--- src/core/prc_params.svh ---
// constants for the regulator control register bank
// assumes inclusion by prc_pkg and the design modules only
`ifndef PRC_PARAMS_SVH
`define PRC_PARAMS_SVH

// ==========================================================
// register offsets
`define PRC_OFS_SYS_CTRL 8'h07
`define PRC_OFS_REG_EN 8'h10
`define PRC_OFS_REG_STAT 8'h11
`define PRC_OFS_VCHG 8'h20
`define PRC_OFS_B1_TGT_A 8'h23

// ==========================================================
// field positions
`define PRC_SC_DLY_HI 6
`define PRC_SC_DLY_LO 4
`define PRC_SC_RSV3 3
`define PRC_SC_BUCK2_FORCE_FIXED_MODE 2
`define PRC_SC_BUCK1_FORCE_FIXED_MODE 1
`define PRC_EN_LIN2 6
`define PRC_EN_RSV5 5
`define PRC_EN_LIN1 4
`define PRC_EN_BK2 2
`define PRC_EN_BK1 0
`define PRC_ST_ALLBK 7
`define PRC_ST_ALLLIN 6
`define PRC_ST_LIN2 5
`define PRC_ST_LIN1 4
`define PRC_ST_BK2 2
`define PRC_ST_BK1 0
`define PRC_VC_SEL2 5
`define PRC_VC_GO2 4
`define PRC_VC_SEL1 1
`define PRC_VC_GO1 0
`define PRC_TGT_HI 4

// ==========================================================
// reset values
`define PRC_DLY_RESET 3'h2
`define PRC_EN_RESET 4'hF
`define PRC_RSV3_RESET 1'h1
`define PRC_RSV5_RESET 1'h1

// ==========================================================
// buck1 code decode
`define PRC_B1_BASE_MV 12'h320
`define PRC_B1_STEP_MV 12'h032
`define PRC_B1_MAX_CODE 5'h19

// ==========================================================
// timing and serial device address
`define PRC_CLK_PERIOD_NS 10
`define PRC_DLY_UNIT_NS 500000
`define PRC_RAMP_STEP_NS 6250
`define PRC_DLY_UNIT_CYC (`PRC_DLY_UNIT_NS / `PRC_CLK_PERIOD_NS)
`define PRC_RAMP_STEP_CYC (`PRC_RAMP_STEP_NS / `PRC_CLK_PERIOD_NS)
`define PRC_I2C_ADDR 7'h60

`endif

--- src/core/prc_pkg.sv ---
// types of the regulator control register bank
// assumes prc_params.svh is reachable on the include path
`include "prc_params.svh"

package prc_pkg;

  // ==========================================================
  // serial slave states
  typedef enum logic [3:0] {
    PRC_IDLE      = 4'h0,
    PRC_ADDR      = 4'h1,
    PRC_ADDR_ACK  = 4'h3,
    PRC_REG       = 4'h2,
    PRC_REG_ACK   = 4'h6,
    PRC_WDATA     = 4'h7,
    PRC_WDATA_ACK = 4'h5,
    PRC_RDATA     = 4'h4,
    PRC_RDATA_ACK = 4'hC
  } prc_i2c_e;

  // ==========================================================
  // per-regulator bundle: buck1, buck2, linreg1, linreg2
  typedef struct packed {
    logic linreg2;
    logic linreg1;
    logic buck2;
    logic buck1;
  } prc_regs4_s;

  // ==========================================================
  // serial pins
  typedef struct packed {
    logic scl;
    logic sda;
  } prc_pins_s;

endpackage

--- src/core/prc_power_seq.sv ---
// power-on delay sequencer: staggers regulator turn-on after the enable pin
// assumes a 100 MHz clock and an enable pin synchronous to it
`include "prc_params.svh"

module prc_power_seq
  import prc_pkg::*;
#(
  parameter int UNIT_CYCLES = `PRC_DLY_UNIT_CYC
) (
  // clock and reset
  input wire logic ref_clk_in,
  input wire logic srst_in,
  // control
  input wire logic en_pin_in,
  input wire logic [2:0] delay_code_in,
  input prc_regs4_s reg_on_in,
  // regulator drive
  output prc_regs4_s reg_drive_out
);

  typedef struct packed {
    logic [31:0] div;
    logic [4:0] units;
    prc_regs4_s drive;
  } prc_seq_s;

  prc_seq_s s_q, s_d;

  // delay in half-millisecond units for one regulator
  function automatic logic [4:0] dly_units(input logic [2:0] code, input logic [1:0] idx);
    logic [19:0] row;
    row = 20'h0;
    case (code)
      3'h0: row = {5'h02, 5'h02, 5'h02, 5'h02};
      3'h1: row = {5'h04, 5'h04, 5'h03, 5'h02};
      3'h2: row = {5'h0C, 5'h06, 5'h04, 5'h03};
      3'h3: row = {5'h02, 5'h02, 5'h04, 5'h03};
      3'h4: row = {5'h0C, 5'h06, 5'h04, 5'h03};
      3'h5: row = {5'h04, 5'h04, 5'h03, 5'h03};
      3'h6: row = {5'h03, 5'h02, 5'h04, 5'h06};
      default: row = {5'h16, 5'h0C, 5'h06, 5'h04};
    endcase
    return row[idx*5 +: 5];
  endfunction

  always_comb begin
    s_d = s_q;
    if (!en_pin_in) begin
      s_d.div = 32'h0;
      s_d.units = 5'h00;
    end else if (s_q.div == 32'(UNIT_CYCLES - 1)) begin
      s_d.div = 32'h0;
      if (s_q.units != 5'h1F) begin
        s_d.units = s_q.units + 5'h01;
      end
    end else begin
      s_d.div = s_q.div + 32'h1;
    end
    // each regulator starts once its preset delay has elapsed
    s_d.drive.buck1 = reg_on_in.buck1 & en_pin_in & (s_q.units >= dly_units(delay_code_in, 2'h0));
    s_d.drive.buck2 = reg_on_in.buck2 & en_pin_in & (s_q.units >= dly_units(delay_code_in, 2'h1));
    s_d.drive.linreg1 = reg_on_in.linreg1 & en_pin_in
                        & (s_q.units >= dly_units(delay_code_in, 2'h2));
    s_d.drive.linreg2 = reg_on_in.linreg2 & en_pin_in
                        & (s_q.units >= dly_units(delay_code_in, 2'h3));
  end

  always_ff @(posedge ref_clk_in) begin
    if (srst_in) begin
      s_q <= '0;
    end else begin
      s_q <= s_d;
    end
  end

  assign reg_drive_out = s_q.drive;

endmodule

--- src/core/prc_regulator_control_regs.sv ---
// control and status register bank of a two-buck, two-linreg power unit
// assumes scl/sda pins are sampled synchronously to ref_clk_in
// Notes on behaviour
// - three-bit delay code picks one of eight start delay sets after enable pin; codes 2 and 4 give the same set.
// - per-buck mode bit: zero auto PFM/PWM, one forces PWM only.
// - enable register holds one read-write on bit per regulator.
// - read-only status shows per-regulator and aggregate valid flags, reset zero.
// - per-buck select bit chooses target register one or two.
// - ramp bit zero holds output; one ramps toward the selected target.
// - buck1 code zero is external control; 1..25 is 0.80-2.00 V, above saturates.
// - delay code resets to 010.
// - registers reached through a serial slave timed by the master's clock line.
`include "prc_params.svh"

module prc_regulator_control_regs
  import prc_pkg::*;
#(
  parameter logic [6:0] DEV_ADDR = `PRC_I2C_ADDR,
  parameter int UNIT_CYCLES = `PRC_DLY_UNIT_CYC,
  parameter int RAMP_CYCLES = `PRC_RAMP_STEP_CYC,
  parameter logic BUCK1_FORCE_FIXED_MODE_DEFAULT = 1'b0,
  parameter logic BUCK2_FORCE_FIXED_MODE_DEFAULT = 1'b0,
  parameter logic [4:0] B1_TGT_DEFAULT = 5'h09
) (
  // clock and reset
  input wire logic ref_clk_in,
  input wire logic srst_in,
  // serial bus
  input prc_pins_s pins_in,
  output logic sda_out,
  output logic sda_oe_out,
  // power controls
  input wire logic en_pin_in,
  input prc_regs4_s valid_in,
  input wire logic [4:0] buck1_target_b_in,
  // regulator controls
  output prc_regs4_s reg_drive_out,
  output logic buck1_force_fixed_mode_out,
  output logic buck2_force_fixed_mode_out,
  output logic buck2_target_select_out,
  output logic buck2_ramp_go_out,
  output logic [4:0] buck1_voltage_code_out,
  output logic buck1_ext_ctrl_out,
  output logic [11:0] buck1_mv_out
);

  typedef struct packed {
    prc_i2c_e st;
    prc_pins_s pins;
    logic [3:0] bits;
    logic [7:0] sh;
    logic [7:0] ptr;
    logic rd;
    logic nack;
    logic oe;
    logic [2:0] power_on_delay_code;
    logic buck2_force_fixed_mode;
    logic buck1_force_fixed_mode;
    prc_regs4_s on;
    logic buck2_target_select;
    logic buck2_ramp_go;
    logic buck1_target_select;
    logic buck1_ramp_go;
    logic [4:0] buck1_target_a;
    logic [4:0] b1_code;
    logic [31:0] ramp_div;
    logic [7:0] status;
    logic [11:0] b1_mv;
  } prc_state_s;

  prc_state_s s_q, s_d;

  // ==========================================================
  // register read mux, reserved bits at reset value
  function automatic logic [7:0] read_reg(input prc_state_s s, input logic [7:0] a);
    logic [7:0] v;
    v = 8'h00;
    case (a)
      `PRC_OFS_SYS_CTRL: begin
        v[`PRC_SC_DLY_HI:`PRC_SC_DLY_LO] = s.power_on_delay_code;
        v[`PRC_SC_RSV3] = `PRC_RSV3_RESET;
        v[`PRC_SC_BUCK2_FORCE_FIXED_MODE] = s.buck2_force_fixed_mode;
        v[`PRC_SC_BUCK1_FORCE_FIXED_MODE] = s.buck1_force_fixed_mode;
      end
      `PRC_OFS_REG_EN: begin
        v[`PRC_EN_LIN2] = s.on.linreg2;
        v[`PRC_EN_RSV5] = `PRC_RSV5_RESET;
        v[`PRC_EN_LIN1] = s.on.linreg1;
        v[`PRC_EN_BK2] = s.on.buck2;
        v[`PRC_EN_BK1] = s.on.buck1;
      end
      `PRC_OFS_REG_STAT: v = s.status;
      `PRC_OFS_VCHG: begin
        v[`PRC_VC_SEL2] = s.buck2_target_select;
        v[`PRC_VC_GO2] = s.buck2_ramp_go;
        v[`PRC_VC_SEL1] = s.buck1_target_select;
        v[`PRC_VC_GO1] = s.buck1_ramp_go;
      end
      `PRC_OFS_B1_TGT_A: v[`PRC_TGT_HI:0] = s.buck1_target_a;
      default: v = 8'h00;
    endcase
    return v;
  endfunction

  // buck1 code to millivolts, zero for external control
  function automatic logic [11:0] b1_code_mv(input logic [4:0] c);
    logic [4:0] k;
    k = (c > `PRC_B1_MAX_CODE) ? `PRC_B1_MAX_CODE : c;
    if (c == 5'h00) begin
      return 12'h000;
    end
    return `PRC_B1_BASE_MV + 12'(`PRC_B1_STEP_MV * 12'(k - 5'h01));
  endfunction

  logic scl_rise, scl_fall, start_seen, stop_seen;
  logic [4:0] b1_goal;

  // data bits are paced by the master's clock line; start and stop by sda edges while scl is high
  assign scl_rise = pins_in.scl & ~s_q.pins.scl;
  assign scl_fall = ~pins_in.scl & s_q.pins.scl;
  assign start_seen = pins_in.scl & s_q.pins.scl & s_q.pins.sda & ~pins_in.sda;
  assign stop_seen = pins_in.scl & s_q.pins.scl & ~s_q.pins.sda & pins_in.sda;
  assign b1_goal = s_q.buck1_target_select ? buck1_target_b_in : s_q.buck1_target_a;

  always_comb begin
    s_d = s_q;
    s_d.pins = pins_in;
    // ==========================================================
    // serial slave
    if (start_seen) begin
      s_d.st = PRC_ADDR;
      s_d.bits = 4'h0;
      s_d.oe = 1'b0;
    end else if (stop_seen) begin
      s_d.st = PRC_IDLE;
      s_d.oe = 1'b0;
    end else if (scl_rise) begin
      case (s_q.st)
        PRC_ADDR, PRC_REG, PRC_WDATA: begin
          s_d.sh = {s_q.sh[6:0], pins_in.sda};
          s_d.bits = s_q.bits + 4'h1;
        end
        PRC_RDATA: s_d.bits = s_q.bits + 4'h1;
        PRC_RDATA_ACK: s_d.nack = pins_in.sda;
        default: s_d.st = s_q.st;
      endcase
    end else if (scl_fall) begin
      case (s_q.st)
        PRC_ADDR: begin
          if (s_q.bits == 4'h8) begin
            if (s_q.sh[7:1] == DEV_ADDR) begin
              s_d.st = PRC_ADDR_ACK;
              s_d.rd = s_q.sh[0];
              s_d.oe = 1'b1;
            end else begin
              s_d.st = PRC_IDLE;
            end
          end
        end
        PRC_ADDR_ACK: begin
          s_d.bits = 4'h0;
          if (s_q.rd) begin
            // read uses the pointer left by the preceding write
            s_d.sh = read_reg(s_q, s_q.ptr);
            s_d.oe = ~s_d.sh[7];
            s_d.st = PRC_RDATA;
          end else begin
            s_d.oe = 1'b0;
            s_d.st = PRC_REG;
          end
        end
        PRC_REG: begin
          if (s_q.bits == 4'h8) begin
            s_d.ptr = s_q.sh;
            s_d.oe = 1'b1;
            s_d.st = PRC_REG_ACK;
          end
        end
        PRC_REG_ACK, PRC_WDATA_ACK: begin
          s_d.oe = 1'b0;
          s_d.bits = 4'h0;
          s_d.st = PRC_WDATA;
        end
        PRC_WDATA: begin
          if (s_q.bits == 4'h8) begin
            s_d.oe = 1'b1;
            s_d.st = PRC_WDATA_ACK;
            s_d.ptr = s_q.ptr + 8'h01;
            // reserved and read-only bits are not stored
            case (s_q.ptr)
              `PRC_OFS_SYS_CTRL: begin
                s_d.power_on_delay_code = s_q.sh[`PRC_SC_DLY_HI:`PRC_SC_DLY_LO];
                s_d.buck2_force_fixed_mode = s_q.sh[`PRC_SC_BUCK2_FORCE_FIXED_MODE];
                s_d.buck1_force_fixed_mode = s_q.sh[`PRC_SC_BUCK1_FORCE_FIXED_MODE];
              end
              `PRC_OFS_REG_EN: begin
                s_d.on.linreg2 = s_q.sh[`PRC_EN_LIN2];
                s_d.on.linreg1 = s_q.sh[`PRC_EN_LIN1];
                s_d.on.buck2 = s_q.sh[`PRC_EN_BK2];
                s_d.on.buck1 = s_q.sh[`PRC_EN_BK1];
              end
              `PRC_OFS_VCHG: begin
                s_d.buck2_target_select = s_q.sh[`PRC_VC_SEL2];
                s_d.buck2_ramp_go = s_q.sh[`PRC_VC_GO2];
                s_d.buck1_target_select = s_q.sh[`PRC_VC_SEL1];
                s_d.buck1_ramp_go = s_q.sh[`PRC_VC_GO1];
              end
              `PRC_OFS_B1_TGT_A: s_d.buck1_target_a = s_q.sh[`PRC_TGT_HI:0];
              default: s_d.ptr = s_q.ptr + 8'h01;
            endcase
          end
        end
        PRC_RDATA: begin
          if (s_q.bits == 4'h8) begin
            s_d.oe = 1'b0;
            s_d.st = PRC_RDATA_ACK;
          end else begin
            s_d.sh = {s_q.sh[6:0], 1'b0};
            s_d.oe = ~s_d.sh[7];
          end
        end
        PRC_RDATA_ACK: begin
          if (s_q.nack) begin
            s_d.st = PRC_IDLE;
          end else begin
            s_d.ptr = s_q.ptr + 8'h01;
            s_d.sh = read_reg(s_q, s_d.ptr);
            s_d.oe = ~s_d.sh[7];
            s_d.bits = 4'h0;
            s_d.st = PRC_RDATA;
          end
        end
        default: s_d.st = PRC_IDLE;
      endcase
    end
    // ==========================================================
    // status flags and buck1 ramp
    s_d.status = 8'h00;
    s_d.status[`PRC_ST_ALLBK] = valid_in.buck1 & valid_in.buck2;
    s_d.status[`PRC_ST_ALLLIN] = valid_in.linreg1 & valid_in.linreg2;
    s_d.status[`PRC_ST_LIN2] = valid_in.linreg2;
    s_d.status[`PRC_ST_LIN1] = valid_in.linreg1;
    s_d.status[`PRC_ST_BK2] = valid_in.buck2;
    s_d.status[`PRC_ST_BK1] = valid_in.buck1;
    if (!s_q.buck1_ramp_go) begin
      s_d.ramp_div = 32'h0; // hold present code
    end else if (s_q.ramp_div == 32'(RAMP_CYCLES - 1)) begin
      s_d.ramp_div = 32'h0;
      if (s_q.b1_code < b1_goal) begin
        s_d.b1_code = s_q.b1_code + 5'h01;
      end else if (s_q.b1_code > b1_goal) begin
        s_d.b1_code = s_q.b1_code - 5'h01;
      end
    end else begin
      s_d.ramp_div = s_q.ramp_div + 32'h1;
    end
    s_d.b1_mv = b1_code_mv(s_q.b1_code);
  end

  always_ff @(posedge ref_clk_in) begin
    if (srst_in) begin
      s_q <= '0;
      s_q.st <= PRC_IDLE;
      s_q.pins <= '1;
      s_q.power_on_delay_code <= `PRC_DLY_RESET;
      s_q.buck1_force_fixed_mode <= BUCK1_FORCE_FIXED_MODE_DEFAULT;
      s_q.buck2_force_fixed_mode <= BUCK2_FORCE_FIXED_MODE_DEFAULT;
      s_q.on <= `PRC_EN_RESET;
      s_q.buck1_target_a <= B1_TGT_DEFAULT;
      s_q.b1_code <= B1_TGT_DEFAULT;
    end else begin
      s_q <= s_d;
    end
  end

  prc_power_seq #(
    .UNIT_CYCLES(UNIT_CYCLES)
  ) u_seq (
    .ref_clk_in(ref_clk_in),
    .srst_in(srst_in),
    .en_pin_in(en_pin_in),
    .delay_code_in(s_q.power_on_delay_code),
    .reg_on_in(s_q.on),
    .reg_drive_out(reg_drive_out)
  );

  assign sda_out = 1'b0;
  assign sda_oe_out = s_q.oe;
  assign buck1_force_fixed_mode_out = s_q.buck1_force_fixed_mode;
  assign buck2_force_fixed_mode_out = s_q.buck2_force_fixed_mode;
  assign buck2_target_select_out = s_q.buck2_target_select;
  assign buck2_ramp_go_out = s_q.buck2_ramp_go;
  assign buck1_voltage_code_out = s_q.b1_code;
  assign buck1_ext_ctrl_out = (s_q.b1_code == 5'h00);
  assign buck1_mv_out = s_q.b1_mv;

endmodule

--- config.mk ---
export PLATFORM = sky130hd
export DESIGN_NAME = prc_regulator_control_regs
export DESIGN_NICKNAME = d
export VERILOG_FILES = /design/src/core/prc_pkg.sv /design/src/core/prc_power_seq.sv /design/src/core/prc_regulator_control_regs.sv
export VERILOG_INCLUDE_DIRS = /design/src /design/src/core
export SDC_FILE = /design/constraint.sdc
export NUM_CORES = 1
export LEC_CHECK = 0
export BUFFER_PORTS_ARGS = -buffer_cell sky130_fd_sc_hd__buf_2
export CAP_MARGIN = 40
export CORE_MARGIN = 10
export CORE_UTILIZATION = 45
export DETAILED_ROUTE_END_ITERATION = 16
export GPL_TIMING_DRIVEN = 0
export PLACE_DENSITY_LB_ADDON = 0.12
export SYNTH_ARGS = -nofsm -noshare
export SYNTH_HDL_FRONTEND = slang
export SYNTH_SLANG_ARGS = --single-unit
export TNS_END_PERCENT = 5
--- constraint.sdc ---
create_clock -name ref_clk_in -period 5.32 [get_ports ref_clk_in]
set_input_delay 0.798 -clock ref_clk_in [delete_from_list [all_inputs] [get_ports ref_clk_in]]
set_output_delay 0.798 -clock ref_clk_in [all_outputs]
set_load 0.05 [all_outputs]
==> results of run 1 <==
## sequential cells by signal, indices dropped and copies added, names as in the netlist
register / count
buck2_target_select_out: 1
buck1_mv_out: 11
s_q: 80
buck1_voltage_code_out: 5
buck1_force_fixed_mode_out: 1
sda_oe_out: 1
u_seq.reg_drive_out: 4
buck2_force_fixed_mode_out: 1
buck2_ramp_go_out: 1
u_seq.s_q: 37
## cell families (layout without fill, tap and decap cells)
family,count (synthesis),count (layout),synth area share (%)
multiplexers,24,24,2.77
AND/OR/NAND/NOR,443,443,25.7
AO/OA/AOI/OAI,192,192,15.1
adder cells (fa/ha/maj),62,62,9.29
other,1,2,0.0424
buffers and inverters,133,206,6.94
flip-flops,142,142,32.2
XOR/XNOR,80,80,7.93
## layout by cell type (no fill, tap or decap), drive strengths merged, types with 5 or more instances in the layout
master / instances
a211oi: 10
o31ai: 6
a211o: 6
and3: 15
nor3: 23
o211ai: 6
xnor2: 36
a31oi: 9
fa: 6
nor3b: 15
a22o: 9
or3: 5
clkbuf: 57
and2: 15
inv: 60
nand4: 16
buf: 81
or2: 8
a2111oi: 5
mux2i: 20
a22oi: 11
nor2: 126
nor4: 16
ha: 56
nor2b: 20
xor2: 44
o21ai: 28
dfxtp: 142
nor4b: 5
nand3: 56
nand2: 88
a221oi: 5
nand2b: 8
a21o: 11
and4: 11
a21oi: 51
## through the flow
stage / setup slack (ns) / hold slack [ns]
detailed placement: 0.670 / 0.450
finish: 0.669 / 0.458
global route: 0.229 / 0.502
CTS: 0.646 / 0.465
floorplan: 1.29 / 0.430
global placement: 0.721 / 0.443
## worst paths after layout
kind	startpoint	endpoint	slack, ns	cells after the start
setup / recovery	buck1_voltage_code_out[3]	buck1_mv_out[11]	0.67	19
hold / removal	u_seq.s_q[9]	u_seq.s_q[9]	0.46	1
setup reg to reg	buck1_voltage_code_out[3]	buck1_mv_out[11]	0.67	19
hold reg to reg	u_seq.s_q[9]	u_seq.s_q[9]	0.46	1
## synth_stat cells (all sizes together) (10+ instances only)
cell      n  share of area (%)
a211oi   10               0.85
a21o     11               0.93
a21oi    51                2.9
a22oi    11               0.93
and2     15                1.1
and3     15                1.1
and4     11                1.1
buf      41                3.0
clkbuf   40                1.7
dfxtp   142                 32
ha       56                7.9
inv      51                2.2
mux2i    20                2.3
nand2    88                3.7
nand3    56                3.2
nand4    16                1.1
nor2    126                5.4
nor2b    20                1.4
nor3     23                1.4
nor3b    15                1.4
nor4     16                1.3
o21ai    28                1.6
xnor2    36                3.6
xor2     44                4.4
## metal layers
layer / wire length, um / share of wire (%) / vias up
met5: 0 / 0 / -
li1: - / - / 3889
met4: 478 / 2.1 / 0
met1: 10900 / 47 / 3654
met2: 10800 / 46 / 236
met3: 1140 / 4.9 / 49
## report_power, final
group,total [W],internal (W),switching (W),leakage [nW]
combinational,0.000135,0.0000433,0.0000914,2.51
sequential,0.00108,0.00107,0.00000984,1.15
clock,0.00125,0.000716,0.000532,0.300
total,0.00246,0.00183,0.000633,3.95
## area by class of cell
type                            count  area [um2]  share of cell area [%]
Buffer                             81         418                    4.18
Clock buffer                       17         425                    4.25
Multi-Input combinational cell    803        5390                    53.9
Inverter                           52         195                    1.95
Timing Repair Buffer               41         210                    2.10
Clock inverter                     15         190                    1.90
Tap cell                          265         332                    3.32
Sequential cell                   142        2840                    28.4
==> load_flow_metrics.sql, run 1 <==
INSERT INTO impl_metrics (metric_group, metric, value, unit) VALUES
('yosys', 'unique_cell_type_count_in_the_yosys_netlist', '78', ''),
('floorplan', 'design.portCount', '42', ''),
('placement', 'place.gp.congestion', '0.966', ''),
('grt', 'groute.layer.met3.usage', '3.01', '%'),
('setup_path', 'cp_slowest_cell', 'sky130_fd_sc_hd__dfxtp_1', ''),
('clock_tree', 'clkSlewWorstSetupHoldPaths', '0.07', 'ns'),
('setup_path', 'cp_cell_sequence', 'nand2_1 -> nor2_1 -> nor2_1 -> ha_1 -> nor3b_1 -> xnor2_1 -> inv_1 -> ha_1 -> fa_1 -> inv_1 -> fa_1 -> inv_1 -> ha_1 -> nand2_1 -> o21ai_0 -> nor2b_1 -> or3_1 -> a21o_1 -> a21oi_1', ''),
('detailed_routing', 'drt_wl_total', '23200', 'um'),
('clock_tree', 'cts_hold_buffers', '0', ''),
('placement', 'io_buffer_count', '39', ''),
('clock_tree', 'cts_post_setup_buffers_inserted', '0', ''),
('clock_tree', 'cts.root.buffer_cell', 'sky130_fd_sc_hd__clkbuf_16', ''),
('yosys', 'synth_edf_count', '0', ''),
('yosys', 'synth-async-reset-ratio', '0', '%'),
('status', 'outcome', 'finished, final reports clean', ''),
('yosys', 'postSynthAreaPerCell', '8.21', 'um2'),
('flow_run', 'cap_violations', '0', ''),
('power_and_ir_drop', 'leakage', '3.95', 'nW'),
('setup_path', 'critPathMaxFanout', '8', ''),
('timing', 'setup_repair_after_global_routing_missed_its_margin', 'no', ''),
('timing', 'tightestPinTransition', '0.911', 'ns'),
('grt', 'global_route_wire_length_before_repair', '37700', 'um'),
('setup_path', 'worst-path-buf-inv', '3', ''),
('placement', 'placement.cell_area', '9390', 'um2'),
('yosys', 'synthesized_netlist_cell_count', '1077', ''),
('layout', 'num_antenna_cells', '0', ''),
('grt', 'grt_pass1_vias', '7188', ''),
('grt', 'grt_max_degree', '17', ''),
('clock_tree', 'cts-htree-levels', '4', ''),
('detailed_routing', 'via_count', '7828', ''),
('timing', 'totalNegativeSetupSlack', '0', 'ns'),
('clock_tree', 'insertion_delay_of_the_later_clocked_pin_in_the_worst_skew_pair', '0.43', 'ns'),
('clock_tree', 'cts_tree', 'yes', ''),
('timing', 'timing.final.hold_violations', '0', ''),
('yosys', 'post_synthesis_cell_area', '8840', 'um2'),
('floorplan', 'core', '19400', 'um2'),
('hold_path', 'hold_path.class', 'reg2reg', ''),
('setup_path', 'timing.critical_path.from_type', 'flip-flop', ''),
('yosys', 'ys_warn_count', '0', ''),
('power_and_ir_drop', 'total_power_draw', '0.00246', 'W'),
('layout', 'final_cell_area', '10000', 'um2'),
('layout', 'fillerInstances', '1931', ''),
('setup_path', 'cp.required', '5.66', 'ns'),
('layout', 'post_route_cells_drive_above_1_share', '11.6', '%'),
('power_and_ir_drop', 'power.density_cell_area', '246', 'nW/um2'),
('grt', 'met1_usage', '23.1', '%'),
('layout', 'fin_util', '51.6', '%'),
('detailed_routing', 'vias_per_cell', '5.53', ''),
('yosys', 'synth-seq-cells', '142', ''),
('grt', 'grt_overflow_total', '0', ''),
('clock_tree', 'post_cts.resized_instances', '0', ''),
('placement', 'placed_cells', '1384', ''),
('setup_path', 'critical-path-top-delay-family', 'adder cells', ''),
('layout', 'areaGrowthSynthToFinish', '13.1', '%'),
('setup_path', 'timing_worst_setup_path_type', 'reg2reg', ''),
('timing', 'finalWorstPathRequiredPeriod', '4.65', 'ns'),
('timing', 'timing.final.crit_share', '87.4', '%'),
('timing', 'finClkSkew', '0.0125', 'ns'),
('setup_path', 'crit_path_arrival_time', '5.00', 'ns'),
('placement', 'hpwlAfterDp', '17100', 'um'),
('detailed_routing', 'drt-pass1-iter-count', '7', ''),
('grt', 'global_route.peak_usage_layer', 'met2', ''),
('floorplan', 'die-width', '160', 'um'),
('clock_tree', 'number_of_buffers_created_by_cts', '17', ''),
('floorplan', 'start_util', '45.6', '%'),
('floorplan', 'core.rowCount', '51', ''),
('setup_path', 'critical-path-max-stage-delay', '0.50', 'ns'),
('layout', 'finish.net_count', '1214', ''),
('timing', 'timing_max_transition_violations_final', '0', ''),
('setup_path', 'setup.worst_path.end_class', 'flip-flop', ''),
('yosys', 'synthFlopType', 'sky130_fd_sc_hd__dfxtp_1', '');
(Power assumes the default switching activity.)
==> run 2: changes to the inputs <==
Settings changed: CORE_ASPECT_RATIO from default to 0.6, PLACE_DENSITY_LB_ADDON 0.12 to default.
==> run 2 against run 1 <==
Against the previous run:
- via count is 0.14% lower
- cell area shrank 0.25%
- sequential power about the same
- register-to-register slack got worse by 0.13 ns
- clock skew shrank 0.0050 ns
- first-iteration DRC count rose by 34%
- maximum frequency is 2.7% lower
- clock power about the same
- non-clock buffer count decreased by 1
- critical path depth unchanged
- sequential share of layout area up 0.071 points
- sequential cell count unchanged
- critical endpoint unchanged
==> load_flow_metrics.sql, run 2 (same netlist as run 1, synthesis figures left out) <==
INSERT INTO impl_metrics (metric_group, metric, value, unit) VALUES
('status', 'outcome', 'finished, final reports clean', ''),
('timing', 'hold_slack', '0.475', 'ns'),
('setup_path', 'crit_path_arrival_time', '5.14', 'ns'),
('setup_path', 'timing_worst_setup_path_type', 'reg2reg', ''),
('layout', 'layout.cells.most_common_list', 'sky130_fd_sc_hd__dfxtp_1 (142), sky130_fd_sc_hd__nor2_1 (126), sky130_fd_sc_hd__nand2_1 (88), sky130_fd_sc_hd__nand3_1 (56), sky130_fd_sc_hd__ha_1 (56)', ''),
('timing', 'timing.final.crit_share', '89.8', '%'),
('grt', 'global_route.usage.total', '18.6', '%'),
('floorplan', 'core.rowCount', '39', ''),
('grt', 'grt_pass1_vias', '7004', ''),
('layout', 'finish.net_count', '1213', ''),
('detailed_routing', 'detail-route-antenna-nets', '0', ''),
('detailed_routing', 'vias_per_cell', '5.53', ''),
('hold_path', 'hold_path.class', 'reg2reg', ''),
('power_and_ir_drop', 'power.density_cell_area', '245', 'nW/um2'),
('timing', 'finClkSkew', '0.00755', 'ns'),
('setup_path', 'critical-path-top-delay-family', 'adder cells', ''),
('clock_tree', 'clock_sink_count', '142', ''),
('grt', 'global_route.peak_usage_layer', 'met1', ''),
('setup_path', 'critPathMaxFanout', '8', ''),
('timing', 'totalNegativeSetupSlack', '0', 'ns'),
('setup_path', 'cp.required', '5.68', 'ns'),
('grt', 'grt_max_degree', '17', ''),
('setup_path', 'rrSetupSlack', '0.54', 'ns'),
('timing', 'fmax', '209', 'MHz'),
('clock_tree', 'cts.root.buffer_cell', 'sky130_fd_sc_hd__clkbuf_16', ''),
('grt', 'global_route_wire_length_before_repair', '39000', 'um'),
('flow_run', 'cap_violations', '0', ''),
('setup_path', 'cp_cell_sequence', 'nor2_1 -> nor2_1 -> nor2_1 -> ha_1 -> nor3b_1 -> xnor2_1 -> inv_1 -> ha_1 -> fa_1 -> inv_1 -> fa_1 -> inv_1 -> ha_1 -> nand2_1 -> o21ai_0 -> nor2b_1 -> or3_1 -> a21o_1 -> a21oi_1', ''),
('setup_path', 'setup.worst_path.end_class', 'flip-flop', ''),
('timing', 'setup_violations', '0', ''),
('clock_tree', 'insertion_delay_of_the_later_clocked_pin_in_the_worst_skew_pair', '0.44', 'ns'),
('grt', 'groute.layer.met3.usage', '4.69', '%'),
('grt', 'antenna_found_initial', '0', ''),
('layout', 'layout.cells.non_filler', '1414', ''),
('detailed_routing', 'drt_wl_total', '24100', 'um'),
('setup_path', 'cp_slowest_cell', 'sky130_fd_sc_hd__fa_1', ''),
('timing', 'setup_repair_after_global_routing_missed_its_margin', 'no', ''),
('placement', 'place.gp.congestion', '0.962', ''),
('grt', 'global_route.usage.met2', '23.0', '%'),
('placement', 'io_buffer_count', '39', ''),
('clock_tree', 'cts_post_setup_buffers_inserted', '0', ''),
('floorplan', 'start_util', '46.1', '%'),
('floorplan', 'core', '19200', 'um2'),
('timing', 'finalWorstPathRequiredPeriod', '4.78', 'ns'),
('clock_tree', 'number_of_buffers_created_by_cts', '17', ''),
('clock_tree', 'cts-htree-levels', '4', ''),
('setup_path', 'worst-path-buf-inv', '3', ''),
('setup_path', 'critical-path-max-stage-delay', '0.51', 'ns'),
('clock_tree', 'cts_tree', 'yes', ''),
('clock_tree', 'post_cts.resized_instances', '0', ''),
('placement', 'hpwlAfterDp', '18300', 'um'),
('timing', 'timing_max_transition_violations_final', '0', ''),
('timing', 'timing.final.hold_violations', '0', ''),
('hold_path', 'worstHoldStart', 'u_seq.s_q[9]', ''),
('floorplan', 'die-width', '201', 'um'),
('floorplan', 'design.portCount', '42', ''),
('timing', 'tightestPinTransition', '0.840', 'ns'),
('power_and_ir_drop', 'total_power_draw', '0.00244', 'W'),
('grt', 'grt_overflow_total', '0', ''),
('detailed_routing', 'drt-pass1-iter-count', '8', ''),
('detailed_routing', 'routedWlPerCell', '17.1', 'um'),
('floorplan', 'fp.dieH', '129', 'um'),
('layout', 'final_common_cell', 'sky130_fd_sc_hd__dfxtp_1', ''),
('layout', 'final_cell_area', '9980', 'um2'),
('power_and_ir_drop', 'vdd_ir_drop_max', '0.000228', 'V'),
('layout', 'num_antenna_cells', '0', ''),
('setup_path', 'timing.critical_path.from_type', 'flip-flop', ''),
('clock_tree', 'clkSlewWorstSetupHoldPaths', '0.06', 'ns'),
('grt', 'met1_usage', '29.7', '%'),
('timing', 'maxSlewHeadroom', '43.8', '%'),
('layout', 'post_route_cells_drive_above_1_share', '11.2', '%'),
('detailed_routing', 'via_count', '7817', ''),
('layout', 'max_flop_register', 's_q', ''),
('placement', 'placed_cells', '1384', ''),
('detailed_routing', 'first_iter_violations', '872', ''),
('layout', 'areaGrowthSynthToFinish', '12.9', '%'),
('setup_path', 'regToRegStartpoint', 'buck1_voltage_code_out[1]', ''),
('setup_path', 'crit_path_start', 'buck1_voltage_code_out[1]', ''),
('layout', 'largest_register_ffs', '80', ''),
('floorplan', 'fp.dieArea', '25800', 'um2'),
('clock_tree', 'cts_hold_buffers', '0', ''),
('placement', 'placement.cell_area', '9390', 'um2'),
('power_and_ir_drop', 'leakage', '3.93', 'nW'),
('detailed_routing', 'remaining_drc_errors', '0', ''),
('clock_tree', 'cts_buffer_depth', '2', '');
[run 2: cell count changes in the layout (fill, tap and decap cells not counted), moves of 2 or more]
cell and change:
sky130_fd_sc_hd__clkinv_2 +2, sky130_fd_sc_hd__inv_6 -4, sky130_fd_sc_hd__clkinvlp_4 +2, sky130_fd_sc_hd__clkbuf_1 +2, sky130_fd_sc_hd__inv_8 -4
[run 2: worst paths after layout]
check | to | cells after the start
worst max-delay path | buck1_mv_out[11] | 19
worst min-delay path | u_seq.s_q[9] | 1
worst max register to register | buck1_mv_out[11] | 19
worst min register to register | u_seq.s_q[9] | 1
[run 2: power by group]
part,switching [W],internal (W),total (W)
clock network,0.000475,0.000744,0.00122
registers,0.0000111,0.00107,0.00108
logic,0.0000928,0.0000431,0.000136
total,0.000579,0.00186,0.00244
[run 2: metal layers]
metal,wire [um],vias to the layer above,share of wire [%]
li1,-,3882,-
met2,8710,313,36
met4,284,0,1.2
met3,2270,30,9.4
met1,12900,3592,53
met5,0,-,0
[run 2: per-stage QoR]
step / utilization (%) / worst slack (ns)
after global placement: 48.9 / 0.608
final: 52.0 / 0.541
after CTS: 52.0 / 0.539
after global routing: 52.0 / 0.0843
after detailed placement: 49.0 / 0.569
after floorplan: - / 1.29
[run 2: layout make-up]
class / count / area [um2]
sequential: 142 / 2840
tap: 266 / 333
timing repair buffer: 40 / 206
buffer: 81 / 418
clock inverter: 10 / 140
inverter: 52 / 195
fill: 1803 / 9200
multi-input combinational: 803 / 5390
clock buffer: 20 / 447
